## config.mk

```make
export PLATFORM = sky130hd
export DESIGN_NAME = cts_top
export DESIGN_NICKNAME = d
export VERILOG_FILES = /design/src/cts_pkg.sv /design/src/cts_pin_if.sv /design/src/cts_pin.sv /design/src/cts_tick.sv /design/src/cts_top.sv
export SDC_FILE = /design/constraint.sdc
export NUM_CORES = 1
export LEC_CHECK = 0
export BUFFER_PORTS_ARGS = -buffer_cell sky130_fd_sc_hd__buf_2
export CAP_MARGIN = 20
export CELL_PAD_IN_SITES_DETAIL_PLACEMENT = 1
export CELL_PAD_IN_SITES_GLOBAL_PLACEMENT = 2
export CORE_UTILIZATION = 42
export CTS_CLUSTER_SIZE = 16
export DETAILED_ROUTE_END_ITERATION = 8
export GPL_ROUTABILITY_DRIVEN = 0
export PLACE_DENSITY_LB_ADDON = 0.15
export SLEW_MARGIN = 20
export SYNTH_ARGS = -nofsm -noshare
export SYNTH_HDL_FRONTEND = slang
export SYNTH_SLANG_ARGS = --single-unit
export TNS_END_PERCENT = 30
```

## constraint.sdc

```tcl
create_clock -name pclk -period 4.8 [get_ports pclk]
set_input_delay 0.96 -clock pclk [delete_from_list [all_inputs] [get_ports pclk]]
set_output_delay 0.96 -clock pclk [all_outputs]
set_load 0.02 [all_outputs]
```

## src/cts_pkg.sv

```systemverilog
// Purpose: Constants for the cascade trigger block: register map, field positions, timing.
// Assumes: 250 MHz pclk, APB register access with 32-bit data.
// Notes: Two field layouts: packed objects and an index/subindex window.
// Notes on behaviour
// - Cascading works only with the enable field set to 1, master included.
// - Role field 1 makes this curtain the master that drives the cascade trigger.
// - Role field 0 makes it a slave that only scans after an outside trigger.
// - The master repeats its trigger every programmed cycle time in milliseconds.
// - A slave starts its scan a programmed number of microseconds after the trigger.
// - On the master, output function value 3 makes the pin drive the trigger.
// - On a slave, input function value 1 makes the pin receive the trigger.
// - Switching behaviour 0 is light switching, used on every curtain of the cascade.
// - Direction field 1 sets the pin as an input, as slaves need.
// - Packed cascade object: enable at bit 56, role at bit 48, time field at bit 32.
// - Packed pin object: direction at 24, switching at 16, input function at 8.
package cts_pkg;
  // ----------------------------------------------------------------
  // Timing
  // ----------------------------------------------------------------
  localparam int CLK_PERIOD_NS     = 4;
  localparam int US_NS             = 1000;
  localparam int MS_NS             = 1000000;
  localparam int US_CYCLES         = US_NS / CLK_PERIOD_NS;
  localparam int MS_CYCLES         = MS_NS / CLK_PERIOD_NS;
  localparam int TRIG_PULSE_US     = 10;
  localparam int TRIG_PULSE_CYCLES = (TRIG_PULSE_US * US_NS) / CLK_PERIOD_NS;
  // ----------------------------------------------------------------
  // Register offsets
  // ----------------------------------------------------------------
  localparam logic [7:0] CASC_LO_OFS = 8'h00;
  localparam logic [7:0] CASC_HI_OFS = 8'h04;
  localparam logic [7:0] PIN_OFS     = 8'h08;
  localparam logic [7:0] STAT_OFS    = 8'h0c;
  localparam logic [7:0] OD_SEL_OFS  = 8'h10;
  localparam logic [7:0] OD_DATA_OFS = 8'h14;
  // ----------------------------------------------------------------
  // Packed object fields (bit offsets within 64-bit cascade object and within pin object)
  // ----------------------------------------------------------------
  localparam int CASC_EN_BIT   = 56;
  localparam int CASC_ROLE_BIT = 48;
  localparam int CASC_TIME_LSB = 32;
  localparam int PIN_DIR_BIT   = 24;
  localparam int PIN_SW_BIT    = 16;
  localparam int PIN_INFN_LSB  = 8;
  localparam int PIN_OUTFN_LSB = 0;
  localparam int TIME_W        = 16;
  // ----------------------------------------------------------------
  // Field values and reset values
  // ----------------------------------------------------------------
  localparam logic [7:0] OUTFN_TRIG = 8'h03;
  localparam logic [7:0] INFN_TRIG  = 8'h01;
  localparam logic       ROLE_MASTER = 1'b1;
  localparam logic       DIR_INPUT   = 1'b1;
  localparam logic       SW_LIGHT    = 1'b0;
  localparam logic [15:0] TIME_RST   = 16'h0000;
  // ----------------------------------------------------------------
  // Subindex window
  // ----------------------------------------------------------------
  localparam int         OD_OBJ_BIT   = 8;
  localparam logic [3:0] SUB_EN       = 4'h1;
  localparam logic [3:0] SUB_ROLE     = 4'h2;
  localparam logic [3:0] SUB_DELAY    = 4'h3;
  localparam logic [3:0] SUB_CYCLE    = 4'h5;
  localparam logic [3:0] SUB_OUTFN    = 4'h1;
  localparam logic [3:0] SUB_INFN     = 4'h2;
  localparam logic [3:0] SUB_SW       = 4'h3;
  localparam logic [3:0] SUB_DIR      = 4'h4;

  typedef enum logic [1:0] {
    ST_IDLE   = 2'b00,
    ST_MCYCLE = 2'b01,
    ST_SDELAY = 2'b10
  } cts_state_t;
endpackage

```

## src/cts_pin_if.sv

```systemverilog
// Purpose: Carries trigger requests and detected edges between core and pin stage.
// Assumes: One clock domain.
// Notes: Core drives requests, pin stage reports edges.
`timescale 1ns/1ns
interface cts_pin_if;
  logic fire;
  logic drive_en;
  logic invert;
  logic edge_seen;
  modport core (output fire, output drive_en, output invert, input edge_seen);
  modport pin  (input fire, input drive_en, input invert, output edge_seen);
endinterface

```

## src/cts_pin.sv

```systemverilog
// Purpose: Multipurpose pin stage: drives the trigger pulse or detects incoming edges.
// Assumes: Pin input synchronous to pclk.
// Notes: Polarity from switching behaviour; light switching means active high.
`timescale 1ns/1ns
module cts_pin
  import cts_pkg::*;
(
  // Clock and reset
  input  wire logic pclk,
  input  wire logic presetn,
  // Core side
  cts_pin_if.pin    pif,
  // Pin
  input  wire logic trig_pin_i,
  output logic      trig_pin_o,
  output logic      trig_pin_oe
);
  localparam int PW = $clog2(TRIG_PULSE_CYCLES + 1);

  logic [PW-1:0] pulse_reg;
  logic          level_reg;
  logic          active_in;

  assign active_in = trig_pin_i ^ pif.invert;

  // Output pulse stretcher
  always_ff @(posedge pclk or negedge presetn) begin
    if (!presetn) begin
      pulse_reg   <= '0;
      trig_pin_o  <= 1'b0;
      trig_pin_oe <= 1'b0;
    end else begin
      if (pif.fire) begin
        pulse_reg <= PW'(TRIG_PULSE_CYCLES - 1);
      end else if (pulse_reg != '0) begin
        pulse_reg <= pulse_reg - PW'(1);
      end
      trig_pin_oe <= pif.drive_en;
      trig_pin_o  <= (pif.fire || pulse_reg != '0) ^ pif.invert;
    end
  end

  // Rising edge of the active level
  always_ff @(posedge pclk or negedge presetn) begin
    if (!presetn) begin
      level_reg     <= 1'b0;
      pif.edge_seen <= 1'b0;
    end else begin
      level_reg     <= active_in;
      pif.edge_seen <= active_in && !level_reg && !pif.drive_en;
    end
  end
endmodule

```

## src/cts_tick.sv

```systemverilog
// Purpose: Divides pclk into a one-cycle tick every DIV cycles.
// Assumes: DIV of at least 2.
// Notes: clr restarts the division so the first tick comes DIV cycles later.
`timescale 1ns/1ns
module cts_tick #(
  parameter int unsigned DIV = 250
) (
  // Clock and reset
  input  wire logic pclk,
  input  wire logic presetn,
  // Control
  input  wire logic clr,
  output logic      tick
);
  localparam int W = $clog2(DIV + 1);
  localparam logic [W-1:0] LAST = W'(DIV - 1);

  logic [W-1:0] cnt_reg;

  always_ff @(posedge pclk or negedge presetn) begin
    if (!presetn) begin
      cnt_reg <= '0;
      tick    <= 1'b0;
    end else if (clr) begin
      cnt_reg <= '0;
      tick    <= 1'b0;
    end else begin
      tick    <= (cnt_reg == LAST);
      cnt_reg <= (cnt_reg == LAST) ? '0 : cnt_reg + W'(1);
    end
  end
endmodule

```

## src/cts_top.sv

```systemverilog
// Purpose: Cascade trigger controller with APB registers.
// Assumes: APB3 slave, one wait state per access; pin input synchronous.
// Notes: Master counts milliseconds, slave counts microseconds.
`timescale 1ns/1ns
module cts_top
  import cts_pkg::*;
#(
  parameter int unsigned MS_DIV = MS_CYCLES,
  parameter int unsigned US_DIV = US_CYCLES
) (
  // Clock and reset
  input  wire logic        pclk,
  input  wire logic        presetn,
  // APB
  input  wire logic [7:0]  paddr,
  input  wire logic        psel,
  input  wire logic        penable,
  input  wire logic        pwrite,
  input  wire logic [31:0] pwdata,
  output logic      [31:0] prdata,
  output logic             pready,
  output logic             pslverr,
  // Trigger pin
  input  wire logic        trig_pin_i,
  output logic             trig_pin_o,
  output logic             trig_pin_oe,
  // Scan control
  output logic             scan_start_o
);
  // ----------------------------------------------------------------
  // Configuration state
  // ----------------------------------------------------------------
  logic              casc_en_reg;
  logic              role_reg;
  logic [TIME_W-1:0] cycle_ms_reg;
  logic [TIME_W-1:0] delay_us_reg;
  logic              pin_dir_reg;
  logic              pin_sw_reg;
  logic [7:0]        in_fn_reg;
  logic [7:0]        out_fn_reg;
  logic              od_obj_reg;
  logic [3:0]        od_sub_reg;

  cts_state_t        state_reg;
  logic [TIME_W-1:0] cnt_reg;
  logic [15:0]       scan_cnt_reg;
  logic              fire_reg;
  logic              drive_reg;
  logic              inv_reg;

  logic master_ok;
  logic slave_ok;
  logic ms_tick;
  logic us_tick;
  logic ms_clr;
  logic us_clr;
  logic acc;
  logic wr_en;
  logic rd_hit;
  logic od_hit;
  logic [31:0] rd_data;
  logic [31:0] od_rd;
  logic [31:0] hi_word;
  logic [31:0] pin_word;
  logic [31:0] stat_word;

  cts_pin_if pif ();

  // ----------------------------------------------------------------
  // Mode decode
  // ----------------------------------------------------------------
  assign master_ok = casc_en_reg && (role_reg == ROLE_MASTER)
                     && (pin_dir_reg != DIR_INPUT)
                     && (out_fn_reg == OUTFN_TRIG);
  assign slave_ok  = casc_en_reg && (role_reg != ROLE_MASTER)
                     && (pin_dir_reg == DIR_INPUT)
                     && (in_fn_reg == INFN_TRIG);

  // ----------------------------------------------------------------
  // Time bases
  // ----------------------------------------------------------------
  cts_tick #(.DIV(MS_DIV)) u_ms_tick (
    .pclk    (pclk),
    .presetn (presetn),
    .clr     (ms_clr),
    .tick    (ms_tick)
  );

  cts_tick #(.DIV(US_DIV)) u_us_tick (
    .pclk    (pclk),
    .presetn (presetn),
    .clr     (us_clr),
    .tick    (us_tick)
  );

  assign ms_clr = (state_reg != ST_MCYCLE);
  assign us_clr = (state_reg != ST_SDELAY);

  // ----------------------------------------------------------------
  // Pin stage
  // ----------------------------------------------------------------
  assign pif.fire     = fire_reg;
  assign pif.drive_en = drive_reg;
  assign pif.invert   = inv_reg;

  cts_pin u_pin (
    .pclk        (pclk),
    .presetn     (presetn),
    .pif         (pif.pin),
    .trig_pin_i  (trig_pin_i),
    .trig_pin_o  (trig_pin_o),
    .trig_pin_oe (trig_pin_oe)
  );

  always_ff @(posedge pclk or negedge presetn) begin
    if (!presetn) begin
      drive_reg <= 1'b0;
      inv_reg   <= 1'b0;
    end else begin
      drive_reg <= master_ok;
      inv_reg   <= (pin_sw_reg != SW_LIGHT);
    end
  end

  // ----------------------------------------------------------------
  // Trigger sequencer
  // ----------------------------------------------------------------
  always_ff @(posedge pclk or negedge presetn) begin
    if (!presetn) begin
      state_reg    <= ST_IDLE;
      cnt_reg      <= TIME_RST;
      fire_reg     <= 1'b0;
      scan_start_o <= 1'b0;
    end else begin
      fire_reg     <= 1'b0;
      scan_start_o <= 1'b0;
      unique case (state_reg)
        ST_IDLE: begin
          if (master_ok && cycle_ms_reg != '0) begin
            state_reg    <= ST_MCYCLE;
            cnt_reg      <= cycle_ms_reg;
            fire_reg     <= 1'b1;
            scan_start_o <= 1'b1;
          end else if (slave_ok && pif.edge_seen) begin
            if (delay_us_reg == '0) begin
              scan_start_o <= 1'b1;
            end else begin
              state_reg <= ST_SDELAY;
              cnt_reg   <= delay_us_reg;
            end
          end
        end
        ST_MCYCLE: begin
          if (!master_ok || cycle_ms_reg == '0) begin
            state_reg <= ST_IDLE;
          end else if (ms_tick) begin
            if (cnt_reg <= TIME_W'(1)) begin
              cnt_reg      <= cycle_ms_reg;
              fire_reg     <= 1'b1;
              scan_start_o <= 1'b1;
            end else begin
              cnt_reg <= cnt_reg - TIME_W'(1);
            end
          end
        end
        ST_SDELAY: begin
          // Edges during the delay are ignored
          if (!slave_ok) begin
            state_reg <= ST_IDLE;
          end else if (us_tick) begin
            if (cnt_reg <= TIME_W'(1)) begin
              state_reg    <= ST_IDLE;
              scan_start_o <= 1'b1;
            end else begin
              cnt_reg <= cnt_reg - TIME_W'(1);
            end
          end
        end
        default: begin
          state_reg <= ST_IDLE;
        end
      endcase
    end
  end

  always_ff @(posedge pclk or negedge presetn) begin
    if (!presetn) begin
      scan_cnt_reg <= 16'h0000;
    end else if (scan_start_o) begin
      scan_cnt_reg <= scan_cnt_reg + 16'h0001;
    end
  end

  // ----------------------------------------------------------------
  // Register read views
  // ----------------------------------------------------------------
  always_comb begin
    hi_word = 32'h0000_0000;
    hi_word[CASC_EN_BIT-32]   = casc_en_reg;
    hi_word[CASC_ROLE_BIT-32] = role_reg;
    hi_word[CASC_TIME_LSB-32 +: TIME_W] = role_reg ? cycle_ms_reg : delay_us_reg;
    pin_word = 32'h0000_0000;
    pin_word[PIN_DIR_BIT]             = pin_dir_reg;
    pin_word[PIN_SW_BIT]              = pin_sw_reg;
    pin_word[PIN_INFN_LSB +: 8]       = in_fn_reg;
    pin_word[PIN_OUTFN_LSB +: 8]      = out_fn_reg;
    stat_word = {scan_cnt_reg, 10'h000, state_reg, trig_pin_i,
                 casc_en_reg && !master_ok && !slave_ok, slave_ok, master_ok};
  end

  // Subindex window
  always_comb begin
    od_rd  = 32'h0000_0000;
    od_hit = 1'b1;
    if (!od_obj_reg) begin
      unique case (od_sub_reg)
        SUB_EN:    od_rd[0] = casc_en_reg;
        SUB_ROLE:  od_rd[0] = role_reg;
        SUB_DELAY: od_rd[TIME_W-1:0] = delay_us_reg;
        SUB_CYCLE: od_rd[TIME_W-1:0] = cycle_ms_reg;
        default:   od_hit = 1'b0;
      endcase
    end else begin
      unique case (od_sub_reg)
        SUB_OUTFN: od_rd[7:0] = out_fn_reg;
        SUB_INFN:  od_rd[7:0] = in_fn_reg;
        SUB_SW:    od_rd[0] = pin_sw_reg;
        SUB_DIR:   od_rd[0] = pin_dir_reg;
        default:   od_hit = 1'b0;
      endcase
    end
  end

  always_comb begin
    rd_data = 32'h0000_0000;
    rd_hit  = 1'b1;
    unique case (paddr)
      CASC_LO_OFS: rd_data = 32'h0000_0000;
      CASC_HI_OFS: rd_data = hi_word;
      PIN_OFS:     rd_data = pin_word;
      STAT_OFS:    rd_data = stat_word;
      OD_SEL_OFS:  rd_data = {23'h000000, od_obj_reg, 4'h0, od_sub_reg};
      OD_DATA_OFS: begin
        rd_data = od_rd;
        rd_hit  = od_hit;
      end
      default:     rd_hit = 1'b0;
    endcase
  end

  // ----------------------------------------------------------------
  // APB handshake: one wait state
  // ----------------------------------------------------------------
  assign acc   = psel && penable && !pready;
  assign wr_en = psel && penable && pready && pwrite && !pslverr;

  always_ff @(posedge pclk or negedge presetn) begin
    if (!presetn) begin
      pready  <= 1'b0;
      pslverr <= 1'b0;
      prdata  <= 32'h0000_0000;
    end else begin
      pready  <= acc;
      pslverr <= acc && (!rd_hit || (pwrite && paddr == STAT_OFS));
      prdata  <= (acc && !pwrite && rd_hit) ? rd_data : 32'h0000_0000;
    end
  end

  // ----------------------------------------------------------------
  // Register writes
  // ----------------------------------------------------------------
  always_ff @(posedge pclk or negedge presetn) begin
    if (!presetn) begin
      casc_en_reg  <= 1'b0;
      role_reg     <= 1'b0;
      cycle_ms_reg <= TIME_RST;
      delay_us_reg <= TIME_RST;
    end else if (wr_en && paddr == CASC_HI_OFS) begin
      casc_en_reg <= pwdata[CASC_EN_BIT-32];
      role_reg    <= pwdata[CASC_ROLE_BIT-32];
      if (pwdata[CASC_ROLE_BIT-32]) begin
        cycle_ms_reg <= pwdata[CASC_TIME_LSB-32 +: TIME_W];
      end else begin
        delay_us_reg <= pwdata[CASC_TIME_LSB-32 +: TIME_W];
      end
    end else if (wr_en && paddr == OD_DATA_OFS && !od_obj_reg) begin
      unique case (od_sub_reg)
        SUB_EN:    casc_en_reg  <= pwdata[0];
        SUB_ROLE:  role_reg     <= pwdata[0];
        SUB_DELAY: delay_us_reg <= pwdata[TIME_W-1:0];
        SUB_CYCLE: cycle_ms_reg <= pwdata[TIME_W-1:0];
        default:   casc_en_reg  <= casc_en_reg;
      endcase
    end
  end

  always_ff @(posedge pclk or negedge presetn) begin
    if (!presetn) begin
      pin_dir_reg <= 1'b0;
      pin_sw_reg  <= SW_LIGHT;
      in_fn_reg   <= 8'h00;
      out_fn_reg  <= 8'h00;
    end else if (wr_en && paddr == PIN_OFS) begin
      pin_dir_reg <= pwdata[PIN_DIR_BIT];
      pin_sw_reg  <= pwdata[PIN_SW_BIT];
      in_fn_reg   <= pwdata[PIN_INFN_LSB +: 8];
      out_fn_reg  <= pwdata[PIN_OUTFN_LSB +: 8];
    end else if (wr_en && paddr == OD_DATA_OFS && od_obj_reg) begin
      unique case (od_sub_reg)
        SUB_OUTFN: out_fn_reg  <= pwdata[7:0];
        SUB_INFN:  in_fn_reg   <= pwdata[7:0];
        SUB_SW:    pin_sw_reg  <= pwdata[0];
        SUB_DIR:   pin_dir_reg <= pwdata[0];
        default:   pin_dir_reg <= pin_dir_reg;
      endcase
    end
  end

  always_ff @(posedge pclk or negedge presetn) begin
    if (!presetn) begin
      od_obj_reg <= 1'b0;
      od_sub_reg <= 4'h0;
    end else if (wr_en && paddr == OD_SEL_OFS) begin
      od_obj_reg <= pwdata[OD_OBJ_BIT];
      od_sub_reg <= pwdata[3:0];
    end
  end
endmodule
```

==> impl_metrics.prom <==
# TYPE chip_impl_metric gauge
chip_impl_info{name="outcome",value="finished, final reports clean"} 1
chip_impl_metric{name="hold_path_depth",unit=""} 0
chip_impl_metric{name="wire_per_inst",unit="µm"} 23.0
chip_impl_metric{name="cts-hold-fix-buffers",unit=""} 0
chip_impl_info{name="timing.critical_path.cells",value="inv_1 -> ha_1 -> o21bai_1 -> or4_1 -> o21ai_0 -> a311o_1 -> o21ba_2 -> o32ai_1"} 1
chip_impl_info{name="synth.area.top_cells",value="dfrtp_1, mux2_2, nor2_1, a221oi_1, xnor2_1"} 1
chip_impl_metric{name="synth.yosys.warnings",unit=""} 0
chip_impl_metric{name="synth_cells",unit=""} 874
chip_impl_metric{name="final_layout_size_suffix_gt1_share",unit="%"} 21.0
chip_impl_metric{name="total_of_flip_flops_plus_latches_after_synthesis",unit=""} 173
chip_impl_metric{name="fin_worst_hold_slack",unit="ps"} 398
chip_impl_metric{name="post_cts.resized_instances",unit=""} 0
chip_impl_metric{name="synth.top_cell.area_share",unit="%"} 47.5
chip_impl_metric{name="drt_pre_antenna_iters",unit=""} 7
chip_impl_metric{name="num_vias",unit=""} 7454
chip_impl_metric{name="row_count",unit=""} 53
chip_impl_info{name="end_kind",value="flop"} 1
chip_impl_metric{name="worst_setup_hold_path_clk_slew",unit="ps"} 70
chip_impl_metric{name="die_x",unit="µm"} 149
chip_impl_metric{name="cts_h_tree_lvls",unit=""} 4
chip_impl_info{name="reg2reg_to",value="cnt_reg[8]"} 1
chip_impl_metric{name="placed_wire_length_estimate",unit="µm"} 19500
chip_impl_metric{name="clock_skew",unit="ps"} 11.1
chip_impl_metric{name="power.density",unit="mW/mm²"} 286
chip_impl_metric{name="finalCriticalPeriod",unit="ps"} 3380
chip_impl_info{name="hold_start",value="drive_reg"} 1
chip_impl_metric{name="viasPerCell",unit=""} 6.15
chip_impl_metric{name="antenna_violating_nets_post_route",unit=""} 0
chip_impl_info{name="clock-root-buffer",value="clkbuf_16"} 1
chip_impl_metric{name="sequential_area",unit="mm²"} 0.00433
chip_impl_info{name="crit_slowest_cell",value="a311o_1"} 1
chip_impl_metric{name="clock_tree.buffer_depth",unit=""} 2
chip_impl_metric{name="cap_violations",unit=""} 0
chip_impl_metric{name="place_inst",unit=""} 1179
chip_impl_info{name="crit_type",value="flop to flop"} 1
chip_impl_metric{name="seq_area_frac_synth",unit="%"} 47.5
chip_impl_metric{name="layout.nets",unit=""} 981
chip_impl_info{name="synth_top_area_cell",value="dfrtp_1"} 1
chip_impl_metric{name="timing.max_slew.rel_slack",unit="%"} 28.9
chip_impl_metric{name="starting_density_of_the_core",unit="%"} 43.1
chip_impl_metric{name="wl",unit="µm"} 27900
chip_impl_metric{name="largest_register_ffs",unit=""} 32
chip_impl_metric{name="final.setup.tns",unit="ps"} 0
chip_impl_metric{name="overflow",unit=""} 0
chip_impl_info{name="worstSetupStartpointType",value="flop"} 1
chip_impl_metric{name="die_area",unit="mm²"} 0.0223
chip_impl_metric{name="synth_area_per_cell",unit="µm²"} 10.4
chip_impl_metric{name="report.final.setup_viol",unit=""} 0
chip_impl_metric{name="timing.final.max_slew_violations",unit=""} 0
chip_impl_metric{name="vdd.ir_drop.worst",unit="V"} 0.000199
chip_impl_metric{name="synth_edf_count",unit=""} 0
chip_impl_metric{name="first_global_vias",unit=""} 7736
chip_impl_metric{name="power_leakage",unit="µW"} 0.00468
chip_impl_metric{name="max_slew.worst_pin.slew",unit="ps"} 1070
chip_impl_metric{name="syn-num-nets",unit=""} 931
chip_impl_metric{name="fillerInstances",unit=""} 2313
chip_impl_metric{name="reg2reg_depth",unit=""} 8
chip_impl_metric{name="final-hold-violation-count",unit=""} 0
chip_impl_metric{name="clock_sinks",unit=""} 173
chip_impl_info{name="r2r-start",value="cnt_reg[0]"} 1
chip_impl_metric{name="postCtsSetupBuffers",unit=""} 0
chip_impl_metric{name="synthArstFlopShare",unit="%"} 100
chip_impl_metric{name="grt_usage",unit="%"} 26.5
chip_impl_metric{name="number_of_antenna_violations_at_the_first_check_in_global_routing",unit=""} 0
chip_impl_metric{name="design_area",unit="mm²"} 0.0103
chip_impl_metric{name="finish.cell_count_without_fillers",unit=""} 1213
chip_impl_metric{name="critPathRequiredTime",unit="ps"} 5130
chip_impl_info{name="min_to",value="u_pin.trig_pin_oe"} 1
chip_impl_metric{name="post_synth_num_cell_types",unit=""} 75
chip_impl_metric{name="cts-buffers-inserted",unit=""} 17
chip_impl_metric{name="initialDrtViolationCount",unit=""} 515
chip_impl_metric{name="timing.critical_path.fanout_max",unit=""} 26
chip_impl_info{name="cts_tree",value="built"} 1
chip_impl_info{name="crit_family",value="compound AO/OA/AOI/OAI gates"} 1
chip_impl_metric{name="chipHeight",unit="µm"} 149
chip_impl_metric{name="area.growth.synth_to_final",unit="%"} 12.9
chip_impl_info{name="synth_top_flop_cell",value="dfrtp_1"} 1
chip_impl_metric{name="wp_buf_inv",unit=""} 1
chip_impl_metric{name="critical-path-max-stage-delay",unit="ps"} 870
chip_impl_metric{name="core_region_area",unit="mm²"} 0.0212
chip_impl_info{name="rsz0062_at_grt",value="no"} 1
chip_impl_metric{name="r2r_slack",unit="ps"} 1420
chip_impl_metric{name="drc",unit=""} 0
chip_impl_metric{name="worstSkewPairLatency",unit="ps"} 440
chip_impl_metric{name="multi_input_comb_area",unit="mm²"} 0.00444
chip_impl_metric{name="maximum_number_of_pins_on_one_net_before_global_route_repair",unit=""} 174
chip_impl_metric{name="io-pin-count",unit=""} 83
chip_impl_metric{name="port-buffer-count",unit=""} 68
chip_impl_metric{name="timing.fmax",unit="GHz"} 0.296
chip_impl_metric{name="dpl-instance-area",unit="mm²"} 0.00968
chip_impl_info{name="worst_hold_check_path_type",value="flop to flop"} 1
chip_impl_metric{name="period_share",unit="%"} 70.4
chip_impl_metric{name="synth_area",unit="mm²"} 0.00911
chip_impl_metric{name="crit_arrival",unit="ps"} 3710
chip_impl_metric{name="wire_length_of_the_first_global_routing_pass",unit="µm"} 45000
-- worst register-to-register path, stage by stage, from the launching register on --
cell and delay, ps:
dfrtp_1 460, inv_1 110, ha_1 360, o21bai_1 120
or4_1 640, o21ai_0 310, a311o_1 870, o21ba_2 270
o32ai_1 130
-- metal layers --
metal	global-route usage (%)	up-vias	routed length (µm)
met2	42.5	232	13200
met1	36.9	3846	12900
met3	3.98	40	1400
met5	0	-	0
li1	-	3336	-
met4	8.06	0	450
-- cells in the final DEF (no fill, tap or decap), types with 24 or more instances in the layout --
master    instances
a21oi_1          38
a221oi_1         35
buf_2            67
dfrtp_1         173
inv_1            31
mux2_2           48
nand2_1          46
nand3_1          24
nor2_1           84
xnor2_1          29
-- cell families (layout without fill, tap and decap cells) --
group	count (synthesis)	in the layout	synth area share (%)
xor+xnor	51	51	4.90
mux	69	69	8.73
fa+ha+maj	11	11	1.51
compound gates	178	178	15.2
other cells	0	1	0
flops	173	173	47.5
simple gates	310	310	18.3
buf+inv	82	145	3.87
-- final cells by class --
class	instances	share of cell area, %
Clock inverter	15	1.61
Timing Repair Buffer	82	4.55
Clock buffer	17	4.13
Antenna cell	1	0.0243
Inverter	31	1.13
Sequential cell	173	42.1
Multi-Input combinational cell	619	43.1
Tap cell	275	3.34
-- synth_stat cells (all sizes together) (4+ instances only) --
cell type and n:
dfrtp 173, nor2 85, mux2 57, nand2 47, a21oi 38, a221oi 35
clkbuf 34, inv 31, xnor2 29, nand3 24, and3 23, nor3 23
xor2 22, buf 17, nor4 17, and2 14, nand4 13, or3 13
mux2i 12, o21ai 12, a222oi 11, a22o 11, ha 11, o31ai 11
o32ai 10, or4 9, a22oi 8, nand2b 8, o22ai 7, o311a 7
nor2b 6, a31oi 5, nand4b 5, or2 5, nand3b 4, nor3b 4
-- how the worst max path moves through the flow --
stage	start	endpoint	cells past startpoint	slack, ps
2_1_floorplan	paddr[0]	cycle_ms_reg[10]	8	1650
3_3_place_gp	paddr[0]	prdata[2]	7	1220
3_5_place_dp	paddr[0]	prdata[19]	7	1090
4_1_cts	cnt_reg[0]	cnt_reg[8]	8	1470
5_1_grt	cnt_reg[0]	cnt_reg[8]	8	1230
6_report	cnt_reg[0]	cnt_reg[8]	8	1420
-- power by group --
group	total, µW	leakage (µW)	internal [µW]	switching [µW]
sequential	1460	0.00237	1460	4.31
clock	1390	0.000286	699	687
combinational	87.6	0.00202	22.9	64.7
total	2940	0.00468	2180	756
-- per-stage QoR --
step                      total power [µW]  util [%]  setup slack, ps
final                                 2940      48.6             1420
after global routing                  3040      48.6             1230
after CTS                             2970      48.6             1470
after detailed placement              1580      45.8             1090
after global placement                1580      45.8             1220
after floorplan                       1520         -             1650
Note: power is estimated with default switching activity, not from simulation.
